File: src/i2c_target_pkg.sv
// constants, types and timing for the two-wire target bus layer
// assumes a single 100 MHz system clock drives all logic
package i2c_target_pkg;
    // system clock rate and power-up wait
    localparam int CLK_FREQ_KHZ = 100000;
    localparam int STARTUP_TIME_MS = 15;
    // longest wait, rounds down to whole cycles
    localparam int STARTUP_CYCLES = STARTUP_TIME_MS * CLK_FREQ_KHZ;
    localparam int BOOT_CNT_W = 21;
    // fixed bus address, never configurable
    localparam logic [6:0] DEV_ADDR = 7'h40;
    localparam logic [3:0] BYTE_BITS = 4'h8;
    localparam logic [3:0] BIT_FIRST = 4'h1;
    localparam logic DIR_READ = 1'b1;
    // link states, gray along idle-addr-ack-rx and ack-tx-mack
    typedef enum logic [2:0] {
        S_IDLE = 3'h0,
        S_ADDR = 3'h1,
        S_ACK = 3'h3,
        S_RX = 3'h2,
        S_TX = 3'h7,
        S_MACK = 3'h5
    } link_state_t;
endpackage : i2c_target_pkg

File: src/bus_sense_if.sv
// sampled bus levels and detected bus events
// driven by the line sensing module, read by the target core
`timescale 1ns/100ps
interface bus_sense_if;
    logic scl_lvl;
    logic sda_lvl;
    logic scl_rise;
    logic scl_fall;
    logic start_seen;
    logic stop_seen;
    modport det (output scl_lvl, sda_lvl, scl_rise, scl_fall, start_seen, stop_seen);
    modport core (input scl_lvl, sda_lvl, scl_rise, scl_fall, start_seen, stop_seen);
endinterface : bus_sense_if

File: src/sensor_i2c_target_bus_layer.sv
// bus layer of a two-wire sensor target: bit timing, start/stop, address, ack
// assumes external pull-ups and a master that only pulls the lines low
//
// Functional notes
// - target updates sda after scl falls and holds it until next fall.
// - logic is fully static; no scl rate or pause limit.
// - after power-up, idle within 15 ms with scl high; no commands before.
// - with no transfer or measurement, return to idle on its own.
// - sda falling while scl high is start; begins a new transfer.
// - sda rising while scl high is stop; ends the current transfer.
// - bus busy from start until stop, free afterwards.
// - every such device answers one fixed, unconfigurable address.
// - header is address 1000000 plus direction bit; others ignored.
// - acknowledge each good byte by pulling sda low after 8th fall.
// - during held measurement keep scl low, release when done.
`timescale 1ns/100ps
module sensor_i2c_target_bus_layer #(
    parameter int STARTUP_CYCLES = i2c_target_pkg::STARTUP_CYCLES
) (
    // clock and reset
    input wire logic mclk,
    input wire logic nrst,
    // open-drain bus lines
    input wire logic scl_i,
    output logic scl_o,
    output logic scl_oe,
    input wire logic sda_i,
    output logic sda_o,
    output logic sda_oe,
    // byte stream to the command logic
    output logic [7:0] rx_data,
    output logic rx_valid,
    // byte stream from the command logic
    input wire logic [7:0] tx_data,
    output logic tx_req,
    // measurement hold request from the command logic
    input wire logic hold_req,
    // status
    output logic ready,
    output logic bus_busy,
    output logic addressed,
    output logic rd_dir,
    output logic sleep
);
    logic rst_meta, rst_n;
    logic [i2c_target_pkg::BOOT_CNT_W-1:0] boot_cnt;
    i2c_target_pkg::link_state_t state;
    logic [3:0] bit_cnt;
    logic [7:0] shift;
    logic mack_nack;

    bus_sense_if sense();

    bus_line_sense u_sense (
        .mclk(mclk),
        .rst_n(rst_n),
        .scl_i(scl_i),
        .sda_i(sda_i),
        .sense(sense)
    );

    // reset release through two flops
    always_ff @(posedge mclk or negedge nrst) begin
        if (!nrst) begin
            rst_meta <= 1'b0;
            rst_n <= 1'b0;
        end else begin
            rst_meta <= 1'b1;
            rst_n <= rst_meta;
        end
    end

    // power-up wait counts only while scl is high
    always_ff @(posedge mclk or negedge rst_n) begin
        if (!rst_n) begin
            boot_cnt <= '0;
            ready <= 1'b0;
        end else if (!ready && sense.scl_lvl) begin
            if (boot_cnt == i2c_target_pkg::BOOT_CNT_W'(STARTUP_CYCLES - 1)) begin
                ready <= 1'b1;
            end else begin
                boot_cnt <= boot_cnt + 1'b1;
            end
        end
    end

    // bus occupancy, tracked even while still waking up
    always_ff @(posedge mclk or negedge rst_n) begin
        if (!rst_n) begin
            bus_busy <= 1'b0;
        end else if (sense.start_seen) begin
            bus_busy <= 1'b1;
        end else if (sense.stop_seen) begin
            bus_busy <= 1'b0;
        end
    end

    // link state machine; every move waits for a sensed edge, so it is static
    always_ff @(posedge mclk or negedge rst_n) begin
        if (!rst_n) begin
            state <= i2c_target_pkg::S_IDLE;
            bit_cnt <= '0;
            shift <= '0;
            sda_oe <= 1'b0;
            addressed <= 1'b0;
            rd_dir <= 1'b0;
            rx_data <= '0;
            rx_valid <= 1'b0;
            tx_req <= 1'b0;
            mack_nack <= 1'b0;
        end else begin
            rx_valid <= 1'b0;
            tx_req <= 1'b0;
            if (sense.start_seen && ready) begin
                // a repeated start drops whatever was in flight
                state <= i2c_target_pkg::S_ADDR;
                bit_cnt <= '0;
                sda_oe <= 1'b0;
                addressed <= 1'b0;
            end else if (sense.stop_seen) begin
                state <= i2c_target_pkg::S_IDLE;
                sda_oe <= 1'b0;
                addressed <= 1'b0;
            end else begin
                unique case (state)
                    i2c_target_pkg::S_IDLE: begin
                        sda_oe <= 1'b0;
                    end
                    i2c_target_pkg::S_ADDR, i2c_target_pkg::S_RX: begin
                        if (sense.scl_rise) begin
                            shift <= {shift[6:0], sense.sda_lvl};
                            bit_cnt <= bit_cnt + 4'h1;
                        end else if (sense.scl_fall && bit_cnt == i2c_target_pkg::BYTE_BITS) begin
                            bit_cnt <= '0;
                            if (state == i2c_target_pkg::S_RX) begin
                                rx_data <= shift;
                                rx_valid <= 1'b1;
                                state <= i2c_target_pkg::S_ACK;
                                sda_oe <= 1'b1;
                            end else if (shift[7:1] == i2c_target_pkg::DEV_ADDR) begin
                                state <= i2c_target_pkg::S_ACK;
                                sda_oe <= 1'b1;
                                addressed <= 1'b1;
                                rd_dir <= (shift[0] == i2c_target_pkg::DIR_READ);
                            end else begin
                                state <= i2c_target_pkg::S_IDLE;
                            end
                        end
                    end
                    i2c_target_pkg::S_ACK: begin
                        // ack held through the ninth clock, dropped at its fall
                        if (sense.scl_fall) begin
                            if (rd_dir) begin
                                state <= i2c_target_pkg::S_TX;
                                shift <= tx_data;
                                sda_oe <= ~tx_data[7];
                                bit_cnt <= i2c_target_pkg::BIT_FIRST;
                                tx_req <= 1'b1;
                            end else begin
                                state <= i2c_target_pkg::S_RX;
                                sda_oe <= 1'b0;
                            end
                        end
                    end
                    i2c_target_pkg::S_TX: begin
                        if (sense.scl_fall) begin
                            if (bit_cnt == i2c_target_pkg::BYTE_BITS) begin
                                state <= i2c_target_pkg::S_MACK;
                                sda_oe <= 1'b0;
                            end else begin
                                shift <= {shift[6:0], 1'b0};
                                sda_oe <= ~shift[6];
                                bit_cnt <= bit_cnt + 4'h1;
                            end
                        end
                    end
                    i2c_target_pkg::S_MACK: begin
                        // master ack continues the read, nack ends it
                        if (sense.scl_rise) begin
                            mack_nack <= sense.sda_lvl;
                        end else if (sense.scl_fall) begin
                            if (mack_nack) begin
                                state <= i2c_target_pkg::S_IDLE;
                            end else begin
                                state <= i2c_target_pkg::S_TX;
                                shift <= tx_data;
                                sda_oe <= ~tx_data[7];
                                bit_cnt <= i2c_target_pkg::BIT_FIRST;
                                tx_req <= 1'b1;
                            end
                        end
                    end
                    default: begin
                        state <= i2c_target_pkg::S_IDLE;
                        sda_oe <= 1'b0;
                    end
                endcase
            end
        end
    end

    // clock stretch: grab scl only once the master has pulled it low
    always_ff @(posedge mclk or negedge rst_n) begin
        if (!rst_n) begin
            scl_oe <= 1'b0;
        end else if (!hold_req) begin
            scl_oe <= 1'b0;
        end else if (sense.scl_fall && addressed) begin
            scl_oe <= 1'b1;
        end
    end

    // lines are only ever pulled low, never driven high
    always_ff @(posedge mclk or negedge rst_n) begin
        if (!rst_n) begin
            scl_o <= 1'b0;
            sda_o <= 1'b0;
        end else begin
            scl_o <= 1'b0;
            sda_o <= 1'b0;
        end
    end

    // sleep whenever nothing is going on
    always_ff @(posedge mclk or negedge rst_n) begin
        if (!rst_n) begin
            sleep <= 1'b0;
        end else begin
            sleep <= ready && state == i2c_target_pkg::S_IDLE && !hold_req;
        end
    end
endmodule : sensor_i2c_target_bus_layer

File: src/bus_line_sense.sv
// synchronises the bus lines and finds clock edges, start and stop
// assumes scl and sda pins are asynchronous to mclk
`timescale 1ns/100ps
module bus_line_sense (
    // clock and synchronised reset
    input wire logic mclk,
    input wire logic rst_n,
    // raw bus levels
    input wire logic scl_i,
    input wire logic sda_i,
    // sensed events
    bus_sense_if.det sense
);
    logic scl_meta, scl_s, scl_d;
    logic sda_meta, sda_s, sda_d;

    // two-flop synchronisers plus one delay stage for edge finding
    always_ff @(posedge mclk or negedge rst_n) begin
        if (!rst_n) begin
            scl_meta <= 1'b1;
            scl_s <= 1'b1;
            scl_d <= 1'b1;
            sda_meta <= 1'b1;
            sda_s <= 1'b1;
            sda_d <= 1'b1;
        end else begin
            scl_meta <= scl_i;
            scl_s <= scl_meta;
            scl_d <= scl_s;
            sda_meta <= sda_i;
            sda_s <= sda_meta;
            sda_d <= sda_s;
        end
    end

    // sda moving while scl stays high marks start or stop
    assign sense.scl_lvl = scl_s;
    assign sense.sda_lvl = sda_s;
    assign sense.scl_rise = scl_s & ~scl_d;
    assign sense.scl_fall = ~scl_s & scl_d;
    assign sense.start_seen = scl_s & scl_d & ~sda_s & sda_d;
    assign sense.stop_seen = scl_s & scl_d & sda_s & ~sda_d;
endmodule : bus_line_sense

File: config.mk
export PLATFORM = sky130hd
export DESIGN_NAME = sensor_i2c_target_bus_layer
export DESIGN_NICKNAME = d
export VERILOG_FILES = /design/src/i2c_target_pkg.sv /design/src/bus_sense_if.sv /design/src/sensor_i2c_target_bus_layer.sv /design/src/bus_line_sense.sv
export SDC_FILE = /design/constraint.sdc
export NUM_CORES = 1
export LEC_CHECK = 0
export BUFFER_PORTS_ARGS = -buffer_cell sky130_fd_sc_hd__clkbuf_2
export CAP_MARGIN = 20
export CORE_MARGIN = 2
export CORE_UTILIZATION = 25
export DETAILED_ROUTE_END_ITERATION = 10
export PLACE_DENSITY = 0.42
export SLEW_MARGIN = 20
export SYNTH_ARGS = -nofsm -noshare
export SYNTH_HDL_FRONTEND = slang
export SYNTH_SLANG_ARGS = --single-unit
export TNS_END_PERCENT = 30
File: constraint.sdc
create_clock -name mclk -period 2.56 [get_ports mclk]
set_input_delay 0.384 -clock mclk [delete_from_list [all_inputs] [get_ports mclk]]
set_output_delay 0.384 -clock mclk [all_outputs]
set_load 0.03 [all_outputs]
* Word level (Yosys, flattened, before mapping)
Index checks and enable logic that the tools add are counted.
** Storage, ports and cells
- Register bits :: 62
- Input port bits :: 13
- Output and inout port bits :: 19
** Cells by class
- $add $sub $neg :: 2
- Equal/unequal tests :: 38
- Mux-type cells :: 73
- Bitwise operators :: 18
- Reductions and logical operators :: 26
** Operators by type and width (count)
- 8-bit two-way mux :: 8
- 4-bit two-way mux :: 11
- 1-bit two-way mux :: 36
- 4-bit != test (second input constant) :: 9
- 3-bit two-way mux :: 11
- 8-bit case mux with 4 select lines :: 1
- 3-bit != test (second input constant) :: 9
- 21-bit by 1-bit adder with 21-bit output (second input constant) :: 1
- 21-bit == test (second input constant) :: 1
- 2-bit != test (second input constant) :: 8
- 4-bit case mux with 4 select lines :: 1
- 8-bit AND reduction :: 2
- 3-bit case mux with 5 select lines :: 1
- 1-bit inverter :: 11
- 11-bit AND reduction :: 1
- 10-bit AND reduction :: 1
- 3-bit nonzero test :: 3
- 1-bit bitwise AND :: 7
- 7-bit == test (second input constant) :: 1
- 7-bit AND reduction :: 1
- 3-bit by 2-bit == test with 1-bit output (second input constant) :: 2
- 3-bit == test (second input constant) :: 2
- 1-bit logical AND :: 6
- 6-bit AND reduction :: 1
- other kinds (18) :: 22

* Depth between registers and ports, before layout
Gate-level depths: netlist (run 1).
- Depth after elaboration :: 8
- Mapped depth :: 8
- Mapped depth without buffers :: 7

* By module
A second synthesis (run 1) with hierarchy kept.
** Second synthesis, totals
- Cells, all modules :: 297
- Area total of the unflattened synthesis :: 3180.6 um2
** Modules (own cells, without submodules)
- sensor_i2c_target_bus_layer :: times used 1, cells each 287, area an instance 2990.4 um2, seq. area each 1401.3 um2
- bus_line_sense :: times used 1, cells each 10, area an instance 190.2 um2, seq. area each 157.7 um2

* Worst setup path after synthesis (run 1)
Ideal clock, no wire load.
- Path type :: register -> register
- From :: reg u_sense.scl_d
- To :: reg shift[3]
- Setup time :: 0.127 ns
- Data arrival time :: 2.053 ns
- Required time :: 2.433 ns
- Slack :: 0.380 ns
- Stages on the path, launching flop included :: 7
- Period minus slack after synthesis :: 2.180 ns
- Cells stage by stage :: dfstp_2 nor2b_1 nand2_1 a311o_1 or3_1 buf_6 mux2_1
** Between the ends
- Cells in the longest elaborated chain, start to end :: 6
- Elaborated cells between the ends (all ways) :: 17
** Ends and longest elaborated chain
- start, declared :: line bus_line_sense.sv:14 : logic scl_meta, scl_s, scl_d;
- start signal, assigned :: line bus_line_sense.sv:29 : scl_d <= scl_s;
- 1-bit bitwise AND :: line bus_line_sense.sv:41, bus_line_sense.sv:42
- 1-bit bitwise AND (2 in a row) :: line bus_line_sense.sv:41 : assign sense.start_seen = scl_s & scl_d & ~sda_s & sda_d;
- 1-bit logical AND :: line sensor_i2c_target_bus_layer.sv:114 : if (sense.start_seen && ready) begin
- 1-bit inverter (no line)
- 11-bit AND reduction (no line) *
- end signal, assigned :: line sensor_i2c_target_bus_layer.sv:131 : shift <= {shift[6:0], sense.sda_lvl};
- end signal, assigned :: line sensor_i2c_target_bus_layer.sv:155 : shift <= tx_data;
- end signal, assigned :: line sensor_i2c_target_bus_layer.sv:171 : shift <= {shift[6:0], 1'b0};
- end, declared :: line sensor_i2c_target_bus_layer.sv:49 : logic [7:0] shift;
Every way passes the cells marked *; elsewhere a longest branch is shown, timed or not.
A chain may end at the register's enable or synchronous reset.

* Final worst setup path (run 1)
- From :: reg u_sense.scl_d
- To :: reg shift[4]
The elaborated chain is that of the path after synthesis.

==> flow_summary_export.csv, run 1 <==
group,metric,value,unit
synthesis,avgSynthCellArea,11.0,µm²
layout,multiInputGateArea,0.00143,mm²
clock_network,cts.sinks,62,
sta,finalMaxSlewViolations,0,
worst_setup_path,cp_data_required_time,2.76,ns
worst_setup_path,critPathMaxFanout,8,
pwr,power.total,3.00,mW
route,viasPerCell,4.52,
synthesis,async_flop_share,100,%
clock_network,clk_path_buf_depth,2,
pwr,p_leak,1.62,nW
placement,io_buffers,29,
floorplan,fp.dieArea,0.0133,mm²
hold_path,hp-class,"input port to flop",
floorplan,ioPinCount,32,
sta,final_hold_viol_count,0,
layout,num-fill-cells,1209,
sta,clock.fmax,0.419,GHz
pwr,p_seq_share,43.0,%
pwr,powerDensity,794,mW/mm²
sta,post-route-period-util,93.2,%
synthesis,synth-main-ff-cell,"dfrtp_1",
outcome,outcome,"completed",
synthesis,netlist_area,0.00311,mm²
worst_setup_path,end_kind,"flop",
floorplan,die_h,116,µm
sta,setup_viol,0,
clock_network,worst_skew_pair.late_latency,0.32,ns
sta,rsz0062_at_grt,"no",
global_routing,grt_pass1_wl,11.5,mm
route,post_drt_wl_per_cell,13.7,µm
route,ant_nets,0,
layout,drive_gt1_share,28.1,%
worst_setup_path,crit_family,"simple AND/OR/NAND/NOR gates",
pwr,pwr-share-comb,15.4,%
placement,dp_hpwl,4.69,mm
sta,period_minus_slack,2.39,ns
floorplan,start_util,25.8,%
layout,syn_to_final_growth,21.7,%
worst_setup_path,path_cells,"nor2b_1 -> nand2_1 -> a311o_1 -> or3_1 -> mux2_1",
clock_network,numCtsBuffers,9,
global_routing,grt_max_degree,61,
clock_network,cts_root_buf,"clkbuf_16",
clock_network,htreeDepth,3,
layout,regArea,0.00156,mm²
sta,fin_worst_skew,0.00564,ns
synthesis,ys_warn_count,0,
sta,whs,0.144,ns
pwr,clkPwrFrac,41.6,%
global_routing,gr-total-overflow,0,
clock_network,path_clk_slew,0.05,ns
worst_setup_path,cp_num_buf_inv,0,
run,drv_cap,0,
worst_setup_path,crit_slowest_cell,"or3_1",
clock_network,cts_tree,"done",
synthesis,yosys.cell_types.count,57,
sta,layout_setup_ws,0.173,ns
synthesis,ys_ff_latch,62,
floorplan,rows,40,
sta,worst_pin_slew,0.608,ns
synthesis,syn-instance-count,283,
sta,fin_setup_tns,0,ns
global_routing,antenna_found_initial,0,
layout,nNetsFinal,338,
placement,globalplace.congestion,0.820,
pwr,p_sw_share,26.3,%
global_routing,grt_util_all_layers,11.1,%
sta,max-slew-margin-rel,59.4,%
floorplan,die_x,116,µm
route,first_iter_violations,135,
floorplan,core_area,0.0121,mm²
worst_setup_path,slowest_delay,0.56,ns
worst_setup_path,worst-setup-path-type,"flop to flop",
layout,num_antenna_cells,0,
placement,pre_cts_ws,0.157,ns
route,first_pass_iters,4,
synthesis,ys_seq_area_share,50.2,%
pwr,netSwitchingPower,789,µW
worst_setup_path,worst_setup_path_start_kind,"flop",
route,num_vias,2236,
worst_setup_path,cp.arrival,2.59,ns
pwr,ir_worst_vdd,0.000245,V
route,drcViolationCount,0,
clock_network,post_cts_resize_count,0,
pwr,internal_power,2.21,mW
route,wl,6.81,mm
synthesis,synth_edf_count,0,
global_routing,grt_pass1_vias,2253,
area by class of cell:
type                    count  area share [%]
flip-flops and latches     62            41.3
repair buffers             40            6.42
multi-input cells         200            37.7
clock buffers              15            7.34
inverters                   9           0.893
clock inverters             1           0.794
well taps                 168            5.56
layout by cell type, fill, tap and decap left out, drive strengths merged, types with 4 or more instances in the layout:
cell / n
a21oi: 9
and3: 6
buf: 10
clkbuf: 44
dfrtp: 56
dfstp: 6
inv: 9
mux2: 27
nand2: 17
nand2b: 4
nand3: 15
nand4: 10
nor2: 12
nor2b: 6
nor3: 8
o21ai: 17
xnor2: 18
power by group through the flow:
stage,Clock [mW],Combinational (mW),Sequential (mW)
after floorplan,0,0.348,1.29
after global placement,0,0.462,1.30
after detailed placement,0,0.471,1.30
after CTS,1.29,0.473,1.29
after global routing,1.35,0.520,1.32
final,1.25,0.463,1.29
synth_stat cells, types with 3 or more instances:
cell / count / area (µm²)
mux2_2: 20 / 225
nand3_2: 4 / 40.0
nand4_1: 9 / 56.3
o21ai_0: 16 / 80.1
nor2_1: 12 / 45.0
nor3_1: 8 / 40.0
dfstp_2: 6 / 158
nand2b_1: 4 / 25.0
buf_6: 3 / 33.8
or2_2: 3 / 18.8
nor2b_1: 6 / 37.5
and3_1: 6 / 37.5
clkbuf_1: 6 / 22.5
mux2i_1: 3 / 30.0
nand3_1: 11 / 55.1
a21oi_1: 9 / 45.0
inv_1: 9 / 33.8
dfrtp_1: 56 / 1400
nand2_1: 17 / 63.8
mux2_1: 5 / 56.3
xnor2_1: 18 / 158
ha_1: 3 / 37.5
stage by stage:
step / std cells / utilization, % / cell area (µm²)
2_1_floorplan: 284 / - / 3110
3_3_place_gp: 478 / 28.7 / 3460
3_5_place_dp: 478 / 28.7 / 3460
4_1_cts: 495 / 31.4 / 3780
5_1_grt: 495 / 31.4 / 3780
6_report: 495 / 31.4 / 3780
routing by layer:
layer	vias to the layer above	GRT usage, %	wire (µm)
met1	1084	14.5	3210
met2	51	17.0	3160
li1	1090	-	-
met3	11	3.71	322
met5	-	0	0
met4	0	4.18	118
worst paths after layout:
kind	startpoint	cells past startpoint	to	slack, ns
max	u_sense.scl_d	5	shift[4]	0.17
min	sda_i	1	u_sense.sda_meta	0.14
max reg2reg	u_sense.scl_d	5	shift[4]	0.17
min reg2reg	rst_n	1	rx_data[5]	0.27
max in group asynchronous	rst_n	1	u_sense.sda_meta	1.98
min in group asynchronous	rst_n	1	rx_data[5]	0.27
state kept, by name (all words and copies together) (netlist names), 3 cells and up:
signal / count
boot_cnt: 21
state: 3
bit_cnt: 4
shift: 8
rx_data: 8
what timing repair did:
action	in CTS	in global routing
hold endpoints to repair	2	0
setup buffers	0	0
hold buffers	1	0
cells by family after synthesis:
family	Yosys count	share of synthesized area, %
xor gates and xnor gates	20	5.64
buffers and inverters	22	4.03
muxes	30	11.0
AOI/OAI and AO/OA	45	9.22
DFF	62	50.2
other	2	0.242
and+or+nand+nor	99	18.5
adders and majority gates	3	1.21
Note: power is estimated with default switching activity, not from simulation.
==> run 2: changes to the inputs <==
CELL_PAD_IN_SITES_DETAIL_PLACEMENT = 0   (was not set)
CELL_PAD_IN_SITES_GLOBAL_PLACEMENT = 1   (was not set)
PLACE_DENSITY = 0.5   (was 0.42)
==> run 2 against run 1 <==
  * Global-route usage grew 0.61 points
  * Via count up 1.1%
  * Critical path depth up 1
  * Combinational power about the same
  * Clock skew increased by 0.0017 ns
  * Worst hold slack worse by 0.018 ns
  * Sequential share of layout area up 0.44 points
  * Wire length grew 3.7%
  * Clock power decreased by 13%
  * Die area is the same
  * Critical path type unchanged
==> flow_summary_export.csv, run 2 (synthesized netlist as in run 1, its figures left out) <==
group,metric,value,unit
outcome,outcome,"completed",
sta,final_hold_viol_count,0,
global_routing,grt_max_degree,61,
placement,io_buffers,29,
sta,setup_viol,0,
floorplan,ioPinCount,32,
worst_setup_path,cp.arrival,2.57,ns
clock_network,worst_skew_pair.late_latency,0.34,ns
layout,drive_gt1_share,28.7,%
worst_setup_path,crit_slowest_cell,"or3_1",
pwr,powerDensity,758,mW/mm²
route,num_vias,2260,
layout,nNetsFinal,339,
worst_setup_path,cp_data_required_time,2.78,ns
route,drcViolationCount,0,
hold_path,hp-class,"input port to flop",
global_routing,antenna_found_initial,0,
placement,globalplace.congestion,0.794,
clock_network,cts_tree,"done",
worst_setup_path,worst-setup-path-type,"flop to flop",
route,ant_nets,0,
global_routing,grt_pass1_vias,2281,
floorplan,die_x,116,µm
layout,most-common-layout-cells,"dfrtp_1, clkbuf_2, mux2_2",
worst_setup_path,end_kind,"flop",
worst_setup_path,worst_r2r_path_depth,6,
worst_setup_path,endpoint,"shift[4]",
placement,dp_hpwl,4.87,mm
route,wl,7.06,mm
route,first_pass_iters,4,
sta,period_minus_slack,2.35,ns
clock_network,cts.sinks,62,
sta,clock.fmax,0.425,GHz
clock_network,post_cts_resize_count,0,
layout,largest_register_ffs,21,
clock_network,clk_path_buf_depth,2,
clock_network,path_clk_slew,0.05,ns
placement,placed_area,0.00347,mm²
placement,placed_cells,479,
floorplan,rows,40,
clock_network,htreeDepth,3,
sta,layout_setup_ws,0.205,ns
pwr,power.total,2.84,mW
worst_setup_path,slowest_delay,0.56,ns
run,drv_cap,0,
floorplan,fp.dieArea,0.0133,mm²
layout,final_common_cell,"dfrtp_1",
placement,pre_cts_ws,0.190,ns
layout,syn_to_final_growth,20.4,%
worst_setup_path,path_cells,"nor2b_1 -> buf_4 -> nand2_1 -> a311o_1 -> or3_1 -> mux2_1",
clock_network,numCtsBuffers,9,
layout,reg_top3,"boot_cnt (21), rx_data (8), shift (8)",
layout,final_cell_area,0.00374,mm²
worst_setup_path,critPathMaxFanout,8,
layout,regMostFlops,"boot_cnt",
layout,num-fill-cells,1270,
clock_network,cts_root_buf,"clkbuf_16",
worst_setup_path,reg2reg_from,"u_sense.scl_d",
sta,finalMaxSlewViolations,0,
sta,fin_setup_tns,0,ns
floorplan,die_h,116,µm
worst_setup_path,worst_setup_path_start_kind,"flop",
global_routing,grt_util_all_layers,11.7,%
clock_network,post-cts-setup-buffers,0,
sta,fin_worst_skew,0.00731,ns
worst_setup_path,crit_path_start,"u_sense.scl_d",
worst_setup_path,reg2reg_setup_slack,0.21,ns
layout,utilization,31.0,%
floorplan,core_area,0.0121,mm²
global_routing,gr-total-overflow,0,
route,first_iter_violations,98,
pwr,p_leak,1.61,nW
worst_setup_path,reg2reg_to,"shift[4]",
global_routing,grt_pass1_wl,11.6,mm
sta,post-route-period-util,92.0,%
route,viasPerCell,4.56,
layout,num_antenna_cells,0,
sta,rsz0062_at_grt,"no",
pwr,ir_worst_vdd,0.000356,V
sta,whs,0.126,ns
route,post_drt_wl_per_cell,14.2,µm
floorplan,start_util,25.8,%
layout,instances_no_fill,496,
## run 2: layout make-up
type                            count  area (µm²)  share of cell area, %
Clock buffer                       11         233                   6.22
Sequential cell                    62        1560                   41.7
Multi-Input combinational cell    200        1430                   38.1
Clock inverter                      5        27.5                  0.736
Inverter                            9        33.8                  0.903
Tap cell                          168         210                   5.62
Timing Repair Buffer               41         250                   6.69
## run 2: power breakdown
| part | internal (mW) | leakage [nW] | switching [mW] |
|---|---|---|---|
| Sequential | 1.14 | 0.778 | 0.153 |
| Combinational | 0.243 | 0.699 | 0.219 |
| Clock | 0.647 | 0.129 | 0.438 |
## run 2: timing repair
action,in CTS,in global routing
endpoints found under the setup margin,0,0
hold buffers,1,0
hold endpoints to repair,2,0
## run 2: worst min path at each step
stage	start	end	slack (ns)	depth (start not counted)
after detailed placement	nrst	rst_meta	0.17	1
after global routing	sda_i	u_sense.sda_meta	0.11	1
after CTS	sda_i	u_sense.sda_meta	0.11	1
final	sda_i	u_sense.sda_meta	0.13	1
after global placement	nrst	rst_meta	0.17	1
after floorplan	nrst	rst_meta	0.09	0
## run 2: worst max-delay path: cells and delay by family, from the launching register on
kind / cells / cell delay (ns)
AOI/OAI and AO/OA: 1 / 0.43
muxes: 1 / 0.37
and+or+nand+nor: 3 / 0.74
DFF: 1 / 0.55
buffers and inverters: 1 / 0.14
## run 2: layer usage
metal / up-vias / global-route usage, % / wire length [µm]
li1: 1092 / - / -
met4: 0 / 5.86 / 130
met3: 9 / 5.07 / 345
met5: - / 0 / 0
met2: 41 / 18.7 / 3380
met1: 1118 / 13.3 / 3200
